## config.mk

```make
export PLATFORM = sky130hd
export DESIGN_NAME = crciu_unit
export DESIGN_NICKNAME = d
export VERILOG_FILES = /design/src/rtl/crciu_pkg.sv /design/src/rtl/crciu_eng_if.sv /design/src/rtl/crciu_unit.sv /design/src/rtl/crciu_decode.sv /design/src/rtl/crciu_engine.sv
export SDC_FILE = /design/constraint.sdc
export NUM_CORES = 1
export LEC_CHECK = 0
export BUFFER_PORTS_ARGS = -buffer_cell sky130_fd_sc_hd__buf_4
export CAP_MARGIN = 20
export CORE_MARGIN = 5
export CORE_UTILIZATION = 47
export DETAILED_ROUTE_END_ITERATION = 8
export GPL_ROUTABILITY_DRIVEN = 0
export PLACE_DENSITY = 0.74
export SLEW_MARGIN = 30
export SYNTH_ARGS = -nofsm -noshare
export SYNTH_HDL_FRONTEND = slang
export SYNTH_SLANG_ARGS = --single-unit
export TNS_END_PERCENT = 100
```

## constraint.sdc

```tcl
create_clock -name i_clk -period 8.7 [get_ports i_clk]
set_input_delay 1.305 -clock i_clk [delete_from_list [all_inputs] [get_ports i_clk]]
set_output_delay 1.305 -clock i_clk [all_outputs]
set_load 0.005 [all_outputs]
```

## src/rtl/crciu_pkg.sv

```systemverilog
package crciu_pkg;
	// Reflected generator, degree-32 term left implicit
	localparam logic [31:0] CRCIU_POLY = 32'hedb8_8320;
	// Instruction encoding
	localparam logic [5:0] CRCIU_OPC_MAJOR = 6'h1f;
	localparam logic [5:0] CRCIU_FUNCT = 6'h0f;
	localparam logic [2:0] CRCIU_VARIANT = 3'h0;
	localparam logic [4:0] CRCIU_ZERO_FIELD = 5'h00;
	localparam int CRCIU_OPC_LSB = 26;
	localparam int CRCIU_RS_LSB = 21;
	localparam int CRCIU_RT_LSB = 16;
	localparam int CRCIU_ZERO_LSB = 11;
	localparam int CRCIU_VAR_LSB = 8;
	localparam int CRCIU_SZ_LSB = 6;
	localparam int CRCIU_FUNCT_LSB = 0;
	// Message size codes
	localparam logic [1:0] CRCIU_SZ_BYTE = 2'h0;
	localparam logic [1:0] CRCIU_SZ_HALF = 2'h1;
	localparam logic [1:0] CRCIU_SZ_WORD = 2'h2;
	localparam logic [1:0] CRCIU_SZ_DWORD = 2'h3;
	localparam logic [3:0] CRCIU_NB_BYTE = 4'h1;
	localparam logic [3:0] CRCIU_NB_HALF = 4'h2;
	localparam logic [3:0] CRCIU_NB_WORD = 4'h4;
	localparam logic [3:0] CRCIU_NB_DWORD = 4'h8;
	// Register map, byte addresses
	localparam logic [11:0] CRCIU_OFS_CTRL = 12'h000;
	localparam logic [11:0] CRCIU_OFS_STATUS = 12'h004;
	localparam logic [11:0] CRCIU_OFS_COUNT = 12'h008;
	localparam logic [11:0] CRCIU_OFS_LAST = 12'h00c;
	// Control fields
	localparam int CRCIU_CTRL_FEAT_BIT = 0;
	localparam int CRCIU_CTRL_EN64_BIT = 1;
	localparam logic [1:0] CRCIU_CTRL_RST = 2'h3;
	// Status fields
	localparam int CRCIU_STAT_BUSY_BIT = 0;
	localparam int CRCIU_STAT_EXC_BIT = 1;
	localparam int CRCIU_STAT_FOREIGN_BIT = 2;
endpackage

```

## src/rtl/crciu_eng_if.sv

```systemverilog
`timescale 1ns/10ps
`default_nettype none
interface crciu_eng_if;
	logic start;
	logic [31:0] crc_in;
	logic [63:0] msg;
	logic [3:0] nbytes;
	logic busy;
	logic done;
	logic [31:0] crc_out;
	modport ctl(output start, output crc_in, output msg, output nbytes, input busy, input done, input crc_out);
	modport eng(input start, input crc_in, input msg, input nbytes, output busy, output done, output crc_out);
endinterface
`default_nettype wire

```

## src/rtl/crciu_unit.sv

```systemverilog
`timescale 1ns/10ps
`default_nettype none
module crciu_unit (
	input wire logic i_clk,
	input wire logic i_sys_rst,
	input wire logic i_issue_valid,
	output logic o_issue_ready,
	input wire logic [31:0] i_insn,
	input wire logic [63:0] i_rs_value,
	input wire logic [63:0] i_rt_value,
	output logic o_done,
	output logic o_wr_en,
	output logic o_ri_exc,
	output logic [4:0] o_wr_idx,
	output logic [63:0] o_wr_data,
	input wire logic i_psel,
	input wire logic i_penable,
	input wire logic i_pwrite,
	input wire logic [11:0] i_paddr,
	input wire logic [31:0] i_pwdata,
	output logic [31:0] o_prdata,
	output logic o_pready,
	output logic o_pslverr
);
	typedef enum logic [2:0] {
		ST_IDLE = 3'b001,
		ST_RUN = 3'b010,
		ST_RESP = 3'b100
	} crciu_state_e;

	crciu_state_e state_r, state_nxt;
	logic [4:0] idx_r, idx_nxt;
	logic [63:0] data_r, data_nxt;
	logic wr_r, wr_nxt;
	logic exc_r, exc_nxt;
	logic foreign_r, foreign_nxt;
	logic [1:0] ctrl_r, ctrl_nxt;
	logic [31:0] count_r, count_nxt;
	logic [31:0] last_r, last_nxt;
	logic [31:0] prdata_r, prdata_nxt;
	logic pslverr_r, pslverr_nxt;
	logic dec_claim, dec_exc;
	logic [3:0] dec_nbytes;
	logic [4:0] dec_rt_idx;
	logic take;
	logic apb_setup, apb_write;

	crciu_eng_if eng_bus();

	// Keep only the selected low bytes; upper bytes read as zero
	function automatic logic [63:0] zero_fill(input logic [63:0] msg, input logic [3:0] nbytes);
		logic [63:0] m;
		m = 64'h0000_0000_0000_0000;
		for (int i = 0; i < 8; i++) begin
			if (i < int'(nbytes)) begin
				m[i*8 +: 8] = msg[i*8 +: 8];
			end
		end
		return m;
	endfunction

	crciu_decode u_decode (
		.i_insn(i_insn),
		.i_feature_en(ctrl_r[crciu_pkg::CRCIU_CTRL_FEAT_BIT]),
		.i_en64(ctrl_r[crciu_pkg::CRCIU_CTRL_EN64_BIT]),
		.o_claim(dec_claim),
		.o_ri_exc(dec_exc),
		.o_nbytes(dec_nbytes),
		.o_rt_idx(dec_rt_idx)
	);

	crciu_engine u_engine (
		.i_clk(i_clk),
		.i_sys_rst(i_sys_rst),
		.eng(eng_bus)
	);

	// Issue handshake; a trapped or foreign instruction never starts the engine
	assign o_issue_ready = (state_r == ST_IDLE);
	assign take = i_issue_valid && o_issue_ready;
	assign eng_bus.start = take && dec_claim && !dec_exc;
	assign eng_bus.crc_in = i_rt_value[31:0];
	assign eng_bus.msg = zero_fill(i_rs_value, dec_nbytes);
	assign eng_bus.nbytes = dec_nbytes;

	// Instruction sequencing and result capture
	always_comb begin
		state_nxt = state_r;
		idx_nxt = idx_r;
		data_nxt = data_r;
		wr_nxt = wr_r;
		exc_nxt = exc_r;
		foreign_nxt = foreign_r;
		count_nxt = count_r;
		last_nxt = last_r;
		unique case (state_r)
			ST_IDLE: begin
				if (take) begin
					idx_nxt = dec_rt_idx;
					wr_nxt = 1'b0;
					exc_nxt = dec_exc;
					foreign_nxt = !dec_claim;
					if (eng_bus.start) begin
						state_nxt = ST_RUN;
					end else begin
						state_nxt = ST_RESP; // Destination left alone on a trap
					end
				end
			end
			ST_RUN: begin
				if (eng_bus.done) begin
					data_nxt = {{32{eng_bus.crc_out[31]}}, eng_bus.crc_out};
					wr_nxt = 1'b1;
					last_nxt = eng_bus.crc_out;
					count_nxt = count_r + 32'h0000_0001;
					state_nxt = ST_RESP;
				end
			end
			ST_RESP: begin
				state_nxt = ST_IDLE;
			end
			default: begin
				state_nxt = ST_IDLE;
			end
		endcase
	end

	// Sequencer registers
	always_ff @(posedge i_clk or posedge i_sys_rst) begin
		if (i_sys_rst) begin
			state_r <= ST_IDLE;
			idx_r <= 5'h00;
			data_r <= 64'h0000_0000_0000_0000;
			wr_r <= 1'b0;
			exc_r <= 1'b0;
			foreign_r <= 1'b0;
			count_r <= 32'h0000_0000;
			last_r <= 32'h0000_0000;
		end else begin
			state_r <= state_nxt;
			idx_r <= idx_nxt;
			data_r <= data_nxt;
			wr_r <= wr_nxt;
			exc_r <= exc_nxt;
			foreign_r <= foreign_nxt;
			count_r <= count_nxt;
			last_r <= last_nxt;
		end
	end

	// Done, write and trap flags stand for the single response cycle only; index and data are held
	assign o_done = (state_r == ST_RESP);
	assign o_wr_en = o_done && wr_r;
	assign o_ri_exc = o_done && exc_r;
	assign o_wr_idx = idx_r;
	assign o_wr_data = data_r;

	// APB slave: read data latched in setup so access completes with no wait
	assign apb_setup = i_psel && !i_penable;
	assign apb_write = i_psel && i_penable && i_pwrite;

	always_comb begin
		ctrl_nxt = ctrl_r;
		prdata_nxt = prdata_r;
		pslverr_nxt = pslverr_r;
		if (apb_write && (i_paddr == crciu_pkg::CRCIU_OFS_CTRL)) begin
			ctrl_nxt = i_pwdata[1:0];
		end
		if (apb_setup) begin
			prdata_nxt = 32'h0000_0000;
			pslverr_nxt = 1'b0;
			unique case (i_paddr)
				crciu_pkg::CRCIU_OFS_CTRL: prdata_nxt = {30'h0000_0000, ctrl_r};
				crciu_pkg::CRCIU_OFS_STATUS: begin
					prdata_nxt[crciu_pkg::CRCIU_STAT_BUSY_BIT] = (state_r != ST_IDLE);
					prdata_nxt[crciu_pkg::CRCIU_STAT_EXC_BIT] = exc_r;
					prdata_nxt[crciu_pkg::CRCIU_STAT_FOREIGN_BIT] = foreign_r;
				end
				crciu_pkg::CRCIU_OFS_COUNT: prdata_nxt = count_r;
				crciu_pkg::CRCIU_OFS_LAST: prdata_nxt = last_r;
				default: pslverr_nxt = 1'b1; // Unmapped address
			endcase
		end
	end

	// Register file flops
	always_ff @(posedge i_clk or posedge i_sys_rst) begin
		if (i_sys_rst) begin
			ctrl_r <= crciu_pkg::CRCIU_CTRL_RST;
			prdata_r <= 32'h0000_0000;
			pslverr_r <= 1'b0;
		end else begin
			ctrl_r <= ctrl_nxt;
			prdata_r <= prdata_nxt;
			pslverr_r <= pslverr_nxt;
		end
	end

	assign o_pready = i_psel && i_penable;
	assign o_prdata = prdata_r;
	assign o_pslverr = o_pready && pslverr_r;
endmodule
`default_nettype wire

```

## src/rtl/crciu_decode.sv

```systemverilog
`timescale 1ns/10ps
`default_nettype none
module crciu_decode (
	input wire logic [31:0] i_insn,
	input wire logic i_feature_en,
	input wire logic i_en64,
	output logic o_claim,
	output logic o_ri_exc,
	output logic [3:0] o_nbytes,
	output logic [4:0] o_rt_idx
);
	logic [1:0] message_size_field;

	// Family match: major group, function code, zero gap and variant bits
	always_comb begin
		message_size_field = i_insn[crciu_pkg::CRCIU_SZ_LSB +: 2];
		o_rt_idx = i_insn[crciu_pkg::CRCIU_RT_LSB +: 5];
		o_claim = (i_insn[crciu_pkg::CRCIU_OPC_LSB +: 6] == crciu_pkg::CRCIU_OPC_MAJOR) &&
			(i_insn[crciu_pkg::CRCIU_FUNCT_LSB +: 6] == crciu_pkg::CRCIU_FUNCT) &&
			(i_insn[crciu_pkg::CRCIU_ZERO_LSB +: 5] == crciu_pkg::CRCIU_ZERO_FIELD) &&
			(i_insn[crciu_pkg::CRCIU_VAR_LSB +: 3] == crciu_pkg::CRCIU_VARIANT);
		o_nbytes = crciu_pkg::CRCIU_NB_BYTE;
		o_ri_exc = 1'b0;
		unique case (message_size_field)
			crciu_pkg::CRCIU_SZ_BYTE: o_nbytes = crciu_pkg::CRCIU_NB_BYTE;
			crciu_pkg::CRCIU_SZ_HALF: o_nbytes = crciu_pkg::CRCIU_NB_HALF;
			crciu_pkg::CRCIU_SZ_WORD: o_nbytes = crciu_pkg::CRCIU_NB_WORD;
			crciu_pkg::CRCIU_SZ_DWORD: begin
				o_nbytes = crciu_pkg::CRCIU_NB_DWORD;
				o_ri_exc = !i_en64;
			end
		endcase
		// Only the two enables can trap; operand values never do
		if (!i_feature_en) begin
			o_ri_exc = 1'b1;
		end
		o_ri_exc = o_ri_exc && o_claim;
	end
endmodule
`default_nettype wire

```

## src/rtl/crciu_engine.sv

```systemverilog
`timescale 1ns/10ps
`default_nettype none
module crciu_engine (
	input wire logic i_clk,
	input wire logic i_sys_rst,
	crciu_eng_if.eng eng
);
	logic [31:0] crc_r, crc_nxt;
	logic [63:0] msg_r, msg_nxt;
	logic [3:0] cnt_r, cnt_nxt;
	logic done_r, done_nxt;

	// Eight shift-and-reduce steps for one byte, lsb is the top coefficient
	function automatic logic [31:0] byte_step(input logic [31:0] crc, input logic [7:0] data);
		logic [31:0] v;
		v = crc ^ {24'h00_0000, data};
		for (int i = 0; i < 8; i++) begin
			if (v[0]) begin
				v = (v >> 1) ^ crciu_pkg::CRCIU_POLY;
			end else begin
				v = v >> 1;
			end
		end
		return v;
	endfunction

	// One byte per cycle, low byte first; equal to the wide bit-serial form
	always_comb begin
		crc_nxt = crc_r;
		msg_nxt = msg_r;
		cnt_nxt = cnt_r;
		done_nxt = 1'b0;
		if (eng.start) begin
			crc_nxt = eng.crc_in;
			msg_nxt = eng.msg;
			cnt_nxt = eng.nbytes;
		end else if (cnt_r != 4'h0) begin
			crc_nxt = byte_step(crc_r, msg_r[7:0]);
			msg_nxt = {8'h00, msg_r[63:8]};
			cnt_nxt = cnt_r - 4'h1;
			done_nxt = (cnt_r == 4'h1);
		end
	end

	// State registers only
	always_ff @(posedge i_clk or posedge i_sys_rst) begin
		if (i_sys_rst) begin
			crc_r <= 32'h0000_0000;
			msg_r <= 64'h0000_0000_0000_0000;
			cnt_r <= 4'h0;
			done_r <= 1'b0;
		end else begin
			crc_r <= crc_nxt;
			msg_r <= msg_nxt;
			cnt_r <= cnt_nxt;
			done_r <= done_nxt;
		end
	end

	assign eng.busy = (cnt_r != 4'h0);
	assign eng.done = done_r;
	assign eng.crc_out = crc_r;
endmodule
`default_nettype wire

```

==> impl_metrics.env, run 1 <==
export IMPL_status="finished clean"
export IMPL_max_slew_worst_pin_slew_ps=952.3
export IMPL_synth_top_area_share=0.4917
export IMPL_yosys_warnings=0
export IMPL_post_place_ws_ps=4583
export IMPL_routed_wl_um=27250
export IMPL_crit_end="u_engine.msg_r[10]"
export IMPL_grt_use_total=0.2108
export IMPL_fillCellCount=1942
export IMPL_antenna_left=0
export IMPL_combinationalPowerShare=0.134
export IMPL_grt_pass1_wl_um=44830
export IMPL_fp_row_count=55
export IMPL_synth_nets=1262
export IMPL_swShare=0.2569
export IMPL_layout_worst_path_cycle_share=0.3962
export IMPL_postCtsSetupRepairBufs=0
export IMPL_clock_sinks=211
export IMPL_r2r_start="state_r[0]"
export IMPL_syn_instance_count=1049
export IMPL_die_x_um=160.1
export IMPL_ctsHtreeMaxLevel=1
export IMPL_crit_slowest_cell="nand3_4"
export IMPL_grt_max_degree=140
export IMPL_path_cells="buf_4 -> and2_1 -> a21boi_0 -> nand3_4 -> buf_6 -> a21oi_1 -> a31oi_1"
export IMPL_antenna_found_initial=1
export IMPL_vias=8345
export IMPL_max_stage_delay_ps=680
export IMPL_cts_tree="yes"
export IMPL_synth_top_flop_cell="dfrtp_1"
export IMPL_min_period_ps=3447
export IMPL_die_h_um=160.1
export IMPL_syn_area_um2=10590
export IMPL_drc=0
export IMPL_cts_max_path_buffers=3
export IMPL_crit_required_ps=9060
export IMPL_r2r_end="u_engine.msg_r[10]"
export IMPL_drt_iter0_markers=507
export IMPL_io_buffers=249
export IMPL_power_leakage_nw=6.072
export IMPL_viasPerCell=5.429
export IMPL_synth_area_top_cells="dfrtp_1 49%, nand2_1 7.4%, xnor2_1 4.5%, mux2_2 4.4%, a31oi_1 4.0%"
export IMPL_r2r_cells=6
export IMPL_fmax_mhz=290.1
export IMPL_grt_overflow_total=0
export IMPL_end_kind="register"
export IMPL_cp_max_fo=107
export IMPL_critPathLaunch="i_insn[7]"
export IMPL_drive_above_1_share=0.2934
export IMPL_p_clk_frac=0.417
export IMPL_ios=317
export IMPL_routedWlPerCell_um=17.73
export IMPL_initial_utilization=0.4718
export IMPL_p_sw_uw=582.5
export IMPL_cp_arrival_ps=3800
export IMPL_cts_hold_buffers=0
export IMPL_avgSynthCellArea_um2=10.09
export IMPL_dp_hpwl_um=18920
export IMPL_p_seq_frac=0.449
export IMPL_finalPower_mw=2.267
export IMPL_slew_headroom=0.3651
export IMPL_ys_types=54
export IMPL_post_dp_cell_area_um2=12420
export IMPL_hold_viol=0
export IMPL_cp_start_kind="input port"
export IMPL_path_class="in -> reg"
export IMPL_rsz0062_at_grt="no"
export IMPL_post_cts_resized=0
export IMPL_mostFrequentLayoutCells="257 x buf_4, 210 x nand2_1, 207 x dfrtp_1"
export IMPL_slew_viol_final=0
export IMPL_cts_root_buf="clkbuf_16"
export IMPL_coreArea_um2=22430
export IMPL_clk_pin_slew_worst_paths_ps=60
export IMPL_p_per_area_nw_per_um2=172.3
export IMPL_dieArea_um2=25620
export IMPL_finalInstanceArea_um2=13160
export IMPL_cts_buffers_inserted=23
export IMPL_final_common_cell="buf_4"
export IMPL_min_path_type="reg -> reg"
export IMPL_yosys_area_top_type="dfrtp_1"
export IMPL_clkLatencyLatePin_ps=510
export IMPL_finalSetupViolCount=0
export IMPL_first_pass_iters=5
export IMPL_grt_pass1_vias=8459
export IMPL_ys_ff_latch=211
export IMPL_fin_tns_setup_ps=0
export IMPL_synth_edf_count=0
export IMPL_async_reset_ff_frac=1.000
export IMPL_area_growth_pct=24.35
export IMPL_max_cap_violations=0
export IMPL_p_int_mw=1.685
export IMPL_skew_ps=13.35
export IMPL_synth_yosys_seq_area_share=0.4992
export IMPL_vdd_ir_drop_max_v=0.0001414
export IMPL_nets=1448
export IMPL_worst_slack_ps=5253
export IMPL_ff2ff_setup_slack_ps=5660
## how the worst min path moves through the flow
stage                                  from           end  slack (ps)  depth (start not counted)
final                          o_prdata[23]  o_prdata[23]         480                          2
after global routing           o_prdata[22]  o_prdata[22]         500                          2
after CTS                       o_prdata[5]   o_prdata[5]         490                          2
after detailed placement       o_prdata[21]  o_prdata[21]         470                          2
after global placement         o_prdata[19]  o_prdata[19]         460                          2
after floorplan           u_engine.eng.done    state_r[1]         440                          1
## sequential cells by signal, indices dropped and copies added, names as in the netlist, 2 cells and up
name / count
o_prdata: 32
state_r: 3
count_r: 32
u_engine.msg_r: 64
u_engine.eng.crc_out: 32
u_engine.cnt_r: 4
o_wr_idx: 5
ctrl_r: 2
last_r: 32
## per-stage QoR
step | hold WS (ps) | cells | util
2_1_floorplan | 436.2 | 1049 | -
4_1_cts | 485.3 | 1536 | 0.5858
5_1_grt | 497.2 | 1537 | 0.5867
3_5_place_dp | 472.2 | 1495 | 0.5535
3_3_place_gp | 462.5 | 1494 | 0.5532
6_report | 477.1 | 1537 | 0.5867
## worst max-delay path, delay by kind of cell
family	cells	cell delay, ps
and+or+nand+nor	2	890
AOI/OAI and AO/OA	3	780
buffers and inverters	2	740
## cell usage after synthesis, types with 11 or more instances
cell,number
xnor2_1,54
nand2_1,210
xnor3_1,11
buf_4,32
dfrtp_1,208
a31oi_1,68
mux2i_1,34
a21oi_1,66
clkbuf_1,52
nor2_1,49
o21ai_0,53
mux2_2,41
xor2_1,17
nand3_1,32
## power by group through the flow
stage / Sequential (mW) / Clock, mW / Combinational (mW)
after detailed placement: 1.04 / 0 / 0.305
after global routing: 1.02 / 1.00 / 0.337
final: 1.02 / 0.944 / 0.304
after floorplan: 1.03 / 0 / 0.197
after CTS: 1.02 / 0.958 / 0.308
after global placement: 1.04 / 0 / 0.301
## kinds of logic (layout without fill, tap and decap cells)
| group | Yosys count | count (layout) | share of synthesized area |
|---|---|---|---|
| adder cells (fa/ha/maj) | 3 | 3 | 0.003546 |
| multiplexers | 77 | 77 | 0.08002 |
| AO/OA/AOI/OAI | 199 | 199 | 0.1060 |
| flip-flops | 211 | 211 | 0.4992 |
| other | 0 | 1 | 0 |
| XOR/XNOR | 95 | 95 | 0.1071 |
| AND/OR/NAND/NOR | 357 | 357 | 0.1537 |
| buffers and inverters | 107 | 309 | 0.05047 |
## final cells by class
cell class,instances,area (µm²),area share
antenna,1,2.502,0.0001901
clock buffer,30,631.9,0.04800
clock inverter,11,93.84,0.007129
inverter,8,42.54,0.003232
multi-input combinational,731,4787,0.3637
sequential,211,5285,0.4015
tap,285,356.6,0.02709
timing repair buffer,260,1963,0.1491
## per-layer routing
metal	part of all wire	vias to the layer above	wire length [µm]	GRT usage
li1	-	3957	-	-
met1	0.43	4065	11660	0.2869
met2	0.47	274	12760	0.3345
met3	0.077	49	2099	0.05755
met4	0.027	0	728	0.05866
met5	0	-	0	0
(Power assumes the default switching activity.)
==> run 2: changes to the inputs <==
clock period = 3.25 ns   (was 8.7 ns; I/O delays follow)
==> run 2 against run 1 <==
Register-to-register slack worse by 4700 ps. Sequential power grew to 2.7 times the previous value. Critical path type is now reg -> reg. Routed wire length is 2.1% higher. Non-clock buffer count rose by 6. Die area did not move. Sequential share of layout area down 0.61 points. Global-route usage rose by 0.21 points. Critical endpoint is now u_engine.eng.crc_out[19].
==> impl_metrics.env, run 2 (synthesized netlist as in run 1, its figures left out) <==
export IMPL_status="finished clean"
export IMPL_top_register="u_engine.msg_r"
export IMPL_postCtsSetupRepairBufs=0
export IMPL_grt_use_total=0.2129
export IMPL_drc=0
export IMPL_grt_pass1_vias=8671
export IMPL_coreArea_um2=22430
export IMPL_finalSetupViolCount=0
export IMPL_worst_slack_ps=925.4
export IMPL_cts_tree="yes"
export IMPL_dieArea_um2=25620
export IMPL_post_place_ws_ps=938.1
export IMPL_rsz0062_at_grt="no"
export IMPL_nets=1455
export IMPL_max_slew_worst_pin_slew_ps=757.0
export IMPL_grt_max_degree=118
export IMPL_grt_pass1_wl_um=45420
export IMPL_first_pass_iters=5
export IMPL_mostFrequentLayoutCells="260 x buf_4, 210 x nand2_1, 207 x dfrtp_1"
export IMPL_routed_wl_um=27820
export IMPL_cp_arrival_ps=2720
export IMPL_whs_ps=91.96
export IMPL_crit_required_ps=3640
export IMPL_dp_hpwl_um=19590
export IMPL_hold_viol=0
export IMPL_p_per_area_nw_per_um2=477.2
export IMPL_clkLatencyLatePin_ps=520
export IMPL_slew_headroom=0.4928
export IMPL_viasPerCell=5.439
export IMPL_clk_pin_slew_worst_paths_ps=60
export IMPL_ctsHtreeMaxLevel=1
export IMPL_vdd_ir_drop_max_v=0.0003184
export IMPL_initial_utilization=0.4718
export IMPL_max_cap_violations=0
export IMPL_antenna_found_initial=1
export IMPL_clock_sinks=211
export IMPL_layout_worst_path_cycle_share=0.7153
export IMPL_min_path_type="in -> async"
export IMPL_antenna_diode_count=0
export IMPL_max_stage_delay_ps=630
export IMPL_cp_start_kind="register"
export IMPL_power_leakage_nw=6.188
export IMPL_die_h_um=160.1
export IMPL_area_growth_pct=26.25
export IMPL_largest_reg_flops=64
export IMPL_finalPower_mw=6.377
export IMPL_drt_iter0_markers=603
export IMPL_path_buf_inv=2
export IMPL_ios=317
export IMPL_end_kind="register"
export IMPL_drive_above_1_share=0.3000
export IMPL_cts_max_path_buffers=3
export IMPL_path_cells="inv_1 -> ha_1 -> or3b_4 -> buf_12 -> or3_1 -> and4bb_2"
export IMPL_fin_util=0.5957
export IMPL_cts_root_buf="clkbuf_16"
export IMPL_routedWlPerCell_um=18.01
export IMPL_skew_ps=17.23
export IMPL_cts_hold_buffers=0
export IMPL_fillCellCount=1868
export IMPL_crit_slowest_cell="or3b_4"
export IMPL_critPathTopFamily="simple AND/OR/NAND/NOR gates"
export IMPL_vias=8404
export IMPL_fin_tns_setup_ps=0
export IMPL_cp_max_fo=53
export IMPL_final_common_cell="buf_4"
export IMPL_fp_row_count=55
export IMPL_post_cts_resized=0
export IMPL_grt_overflow_total=0
export IMPL_antenna_left=0
export IMPL_fmax_mhz=430.2
export IMPL_slew_viol_final=0
export IMPL_min_period_ps=2325
export IMPL_path_class="reg -> reg"
export IMPL_cts_buffers_inserted=24
export IMPL_die_x_um=160.1
export IMPL_io_buffers=249
==> run 2: per-layer routing <==
layer	wire length, µm	track usage	vias to the layer above	part of all wire
met1	11930	0.2921	4101	0.43
met3	2215	0.05910	40	0.080
li1	-	-	3979	-
met4	463	0.05045	2	0.017
met2	13200	0.3387	282	0.47
met5	19	0	-	0.00068
==> run 2: through the flow <==
| stage | instance area, µm² | std cells |
|---|---|---|
| 6_report | 13360 | 1545 |
| 5_1_grt | 13360 | 1545 |
| 4_1_cts | 13360 | 1545 |
| 3_5_place_dp | 12530 | 1501 |
| 3_3_place_gp | 12510 | 1500 |
| 2_1_floorplan | 10590 | 1049 |
==> run 2: worst paths after layout <==
kind,slack [ps],from,depth (start not counted),to
worst max register to register,930,u_engine.cnt_r[0],6,u_engine.eng.crc_out[19]
worst min register to register,480,o_prdata[10],2,o_prdata[10]
max in group asynchronous,2580,i_sys_rst,3,last_r[31]
min in group i_clk,190,i_rs_value[58],3,u_engine.msg_r[58]
worst min-delay path,90,i_sys_rst,3,o_prdata[0]
worst max-delay path,930,u_engine.cnt_r[0],6,u_engine.eng.crc_out[19]
==> run 2: worst register-to-register path, stage by stage (launching register included) <==
cell,delay [ps]
dfrtp_1,420
inv_1,70
ha_1,220
or3b_4,630
buf_12,280
or3_1,370
and4bb_2,230
==> run 2: area by class of cell <==
| type | instances | area (µm²) | area share |
|---|---|---|---|
| Clock buffer | 30 | 674.4 | 0.05046 |
| Clock inverter | 14 | 155.1 | 0.01161 |
| Inverter | 8 | 33.78 | 0.002528 |
| Multi-Input combinational cell | 731 | 4787 | 0.3582 |
| Sequential cell | 211 | 5285 | 0.3955 |
| Tap cell | 285 | 356.6 | 0.02668 |
| Timing Repair Buffer | 266 | 2072 | 0.1550 |
==> run 2: report_power, final <==
part / total [mW] / internal (mW) / switching (mW)
logic: 0.839 / 0.393 / 0.446
clock network: 2.81 / 1.71 / 1.10
registers: 2.73 / 2.68 / 0.0466
==> run 3: changes to the inputs <==
PLACE_DENSITY = 0.77   (was 0.74)
clock period = 1.87 ns   (was 3.25 ns; I/O delays follow)
==> run 3 against run 2 <==
The flow now finishes with violations (negative setup slack). Fmax increased by 22%. Hold slack got worse by 69 ps. Setup slack got worse by 970 ps. Design area grew 12%. Via count rose by 7.8%. Routed wire length grew 12%. Critical path depth rose by 1. Critical endpoint is now u_engine.msg_r[25].
==> impl_metrics.env, run 3 (synthesized netlist as in run 1, its figures left out) <==
export IMPL_fmax_mhz=523.0
export IMPL_vias=9060
export IMPL_antenna_diode_count=0
export IMPL_die_h_um=160.1
export IMPL_vdd_ir_drop_max_v=0.0006468
export IMPL_grt_pass1_vias=8995
export IMPL_dieArea_um2=25620
export IMPL_drt_iter0_markers=462
export IMPL_rsz0062_at_grt="yes"
export IMPL_fin_tns_setup_ps=-530.1
export IMPL_finalSetupViolCount=31
export IMPL_hold_viol=0
export IMPL_cts_buffers_inserted=24
export IMPL_path_class="reg -> reg"
export IMPL_largest_reg_flops=64
export IMPL_min_period_ps=1912
export IMPL_r2r_cells=7
export IMPL_initial_utilization=0.4718
export IMPL_final_cells=1658
export IMPL_post_place_ws_ps=-109.4
export IMPL_mostFrequentLayoutCells="323 x buf_4, 210 x nand2_1, 201 x dfrtp_1"
export IMPL_skew_ps=22.43
export IMPL_cts_max_path_buffers=3
export IMPL_drc=0
export IMPL_min_path_type="in -> reg"
export IMPL_drive_above_1_share=0.3838
export IMPL_violations="negative setup slack"
export IMPL_cts_root_buf="clkbuf_16"
export IMPL_ff2ff_setup_slack_ps=-40
export IMPL_crit_end="u_engine.msg_r[25]"
export IMPL_top_register="u_engine.msg_r"
export IMPL_clkLatencyLatePin_ps=520
export IMPL_final_common_cell="buf_4"
export IMPL_cp_start_kind="register"
export IMPL_io_buffers=249
export IMPL_grt_overflow_total=0
export IMPL_viasPerCell=5.464
export IMPL_max_cap_violations=0
export IMPL_first_pass_iters=5
export IMPL_clk_pin_slew_worst_paths_ps=60
export IMPL_area_growth_pct=40.99
export IMPL_fp_row_count=55
export IMPL_end_kind="register"
export IMPL_whs_ps=23.35
export IMPL_critPathLaunch="state_r[0]"
export IMPL_multi_input_area_um2=5228
export IMPL_die_x_um=160.1
export IMPL_r2r_end="u_engine.msg_r[25]"
export IMPL_antenna_found_initial=0
export IMPL_ios=317
export IMPL_nets=1568
export IMPL_r2r_start="state_r[0]"
export IMPL_dp_hpwl_um=20990
export IMPL_slew_viol_final=0
export IMPL_fillCellCount=1656
export IMPL_p_per_area_nw_per_um2=745.3
export IMPL_place_inst=1561
export IMPL_worst_slack_ps=-41.94
export IMPL_status="finished with violations"
export IMPL_cp_arrival_ps=2330
export IMPL_cts_tree="yes"
export IMPL_max_slew_worst_pin_slew_ps=469.7
export IMPL_routed_wl_um=31130
export IMPL_power_leakage_nw=6.877
export IMPL_grt_use_total=0.2263
export IMPL_routedWlPerCell_um=18.78
export IMPL_crit_required_ps=2290
export IMPL_clock_sinks=211
export IMPL_cp_max_fo=23
export IMPL_finalPower_mw=11.12
export IMPL_grt_max_degree=57
export IMPL_slew_headroom=0.6869
export IMPL_register_area_um2=5293
export IMPL_layout_worst_path_cycle_share=1.022
export IMPL_antenna_left=0
export IMPL_coreArea_um2=22430
export IMPL_grt_pass1_wl_um=47930
export IMPL_ctsHtreeMaxLevel=1
[run 3: cell count changes in the layout (fill, tap and decap cells not counted), sizes merged]
cell / previous run / this run
clkbuf: 30 / 39
inv: 9 / 7
dlygate4sd3: 0 / 23
bufinv: 3 / 2
buf: 266 / 351
clkinv: 8 / 7
[run 3: cell type report]
cell class | count | share of cell area
Clock buffer | 34 | 0.04477
Multi-Input combinational cell | 731 | 0.3503
Inverter | 8 | 0.002264
Clock inverter | 10 | 0.007629
Sequential cell | 211 | 0.3546
Timing Repair Buffer | 379 | 0.2165
Tap cell | 285 | 0.02389
[run 3: stage by stage]
stage,utilization,area (µm²)
floorplan,-,10690
global placement,0.5828,13070
detailed placement,0.5828,13070
CTS,0.6315,14170
global route,0.6653,14920
finish,0.6653,14920
[run 3: metal layers]
metal | global-route usage | share of wire | wire (µm) | vias to the layer above
li1 | - | - | - | 4212
met1 | 0.3047 | 0.41 | 12670 | 4422
met2 | 0.3746 | 0.50 | 15440 | 366
met3 | 0.05213 | 0.074 | 2314 | 60
met4 | 0.05475 | 0.023 | 710 | 0
met5 | 0 | 0 | 0 | -
[run 3: where the power goes]
| part | switching (mW) | total, mW | internal, mW |
|---|---|---|---|
| Combinational | 0.857 | 1.74 | 0.882 |
| Clock | 1.87 | 4.64 | 2.77 |
| Sequential | 0.0799 | 4.74 | 4.66 |
| Total | 2.81 | 11.1 | 8.31 |
[run 3: worst min-delay path by stage]
stage,from,end,slack [ps],depth (start not counted)
5_1_grt,i_rt_value[13],u_engine.eng.crc_out[13],20,3
4_1_cts,i_rt_value[30],u_engine.eng.crc_out[30],0.03,3
3_3_place_gp,i_sys_rst,o_prdata[4],320,2
6_report,i_rt_value[30],u_engine.eng.crc_out[30],20,3
3_5_place_dp,i_sys_rst,o_prdata[2],320,2
2_1_floorplan,i_rt_value[24],u_engine.eng.crc_out[24],400,2
[run 3: critical path, stage by stage, from the launching register on]
cell	delay, ps
dfstp_2	550
nor4bb_4	240
and4_4	290
nand3_4	80
buf_12	170
buf_12	130
clkbuf_16	190
a31oi_1	160
[run 3: timing repair]
item | CTS | global route
pin swaps | 4 | 22
cloned | 1 | 7
buffers inserted | 0 | 22
setup endpoints to repair | 94 | 113
hold buffers | 23 | 0
gates resized for setup | 9 | 88
endpoints found under the hold margin | 33 | 0
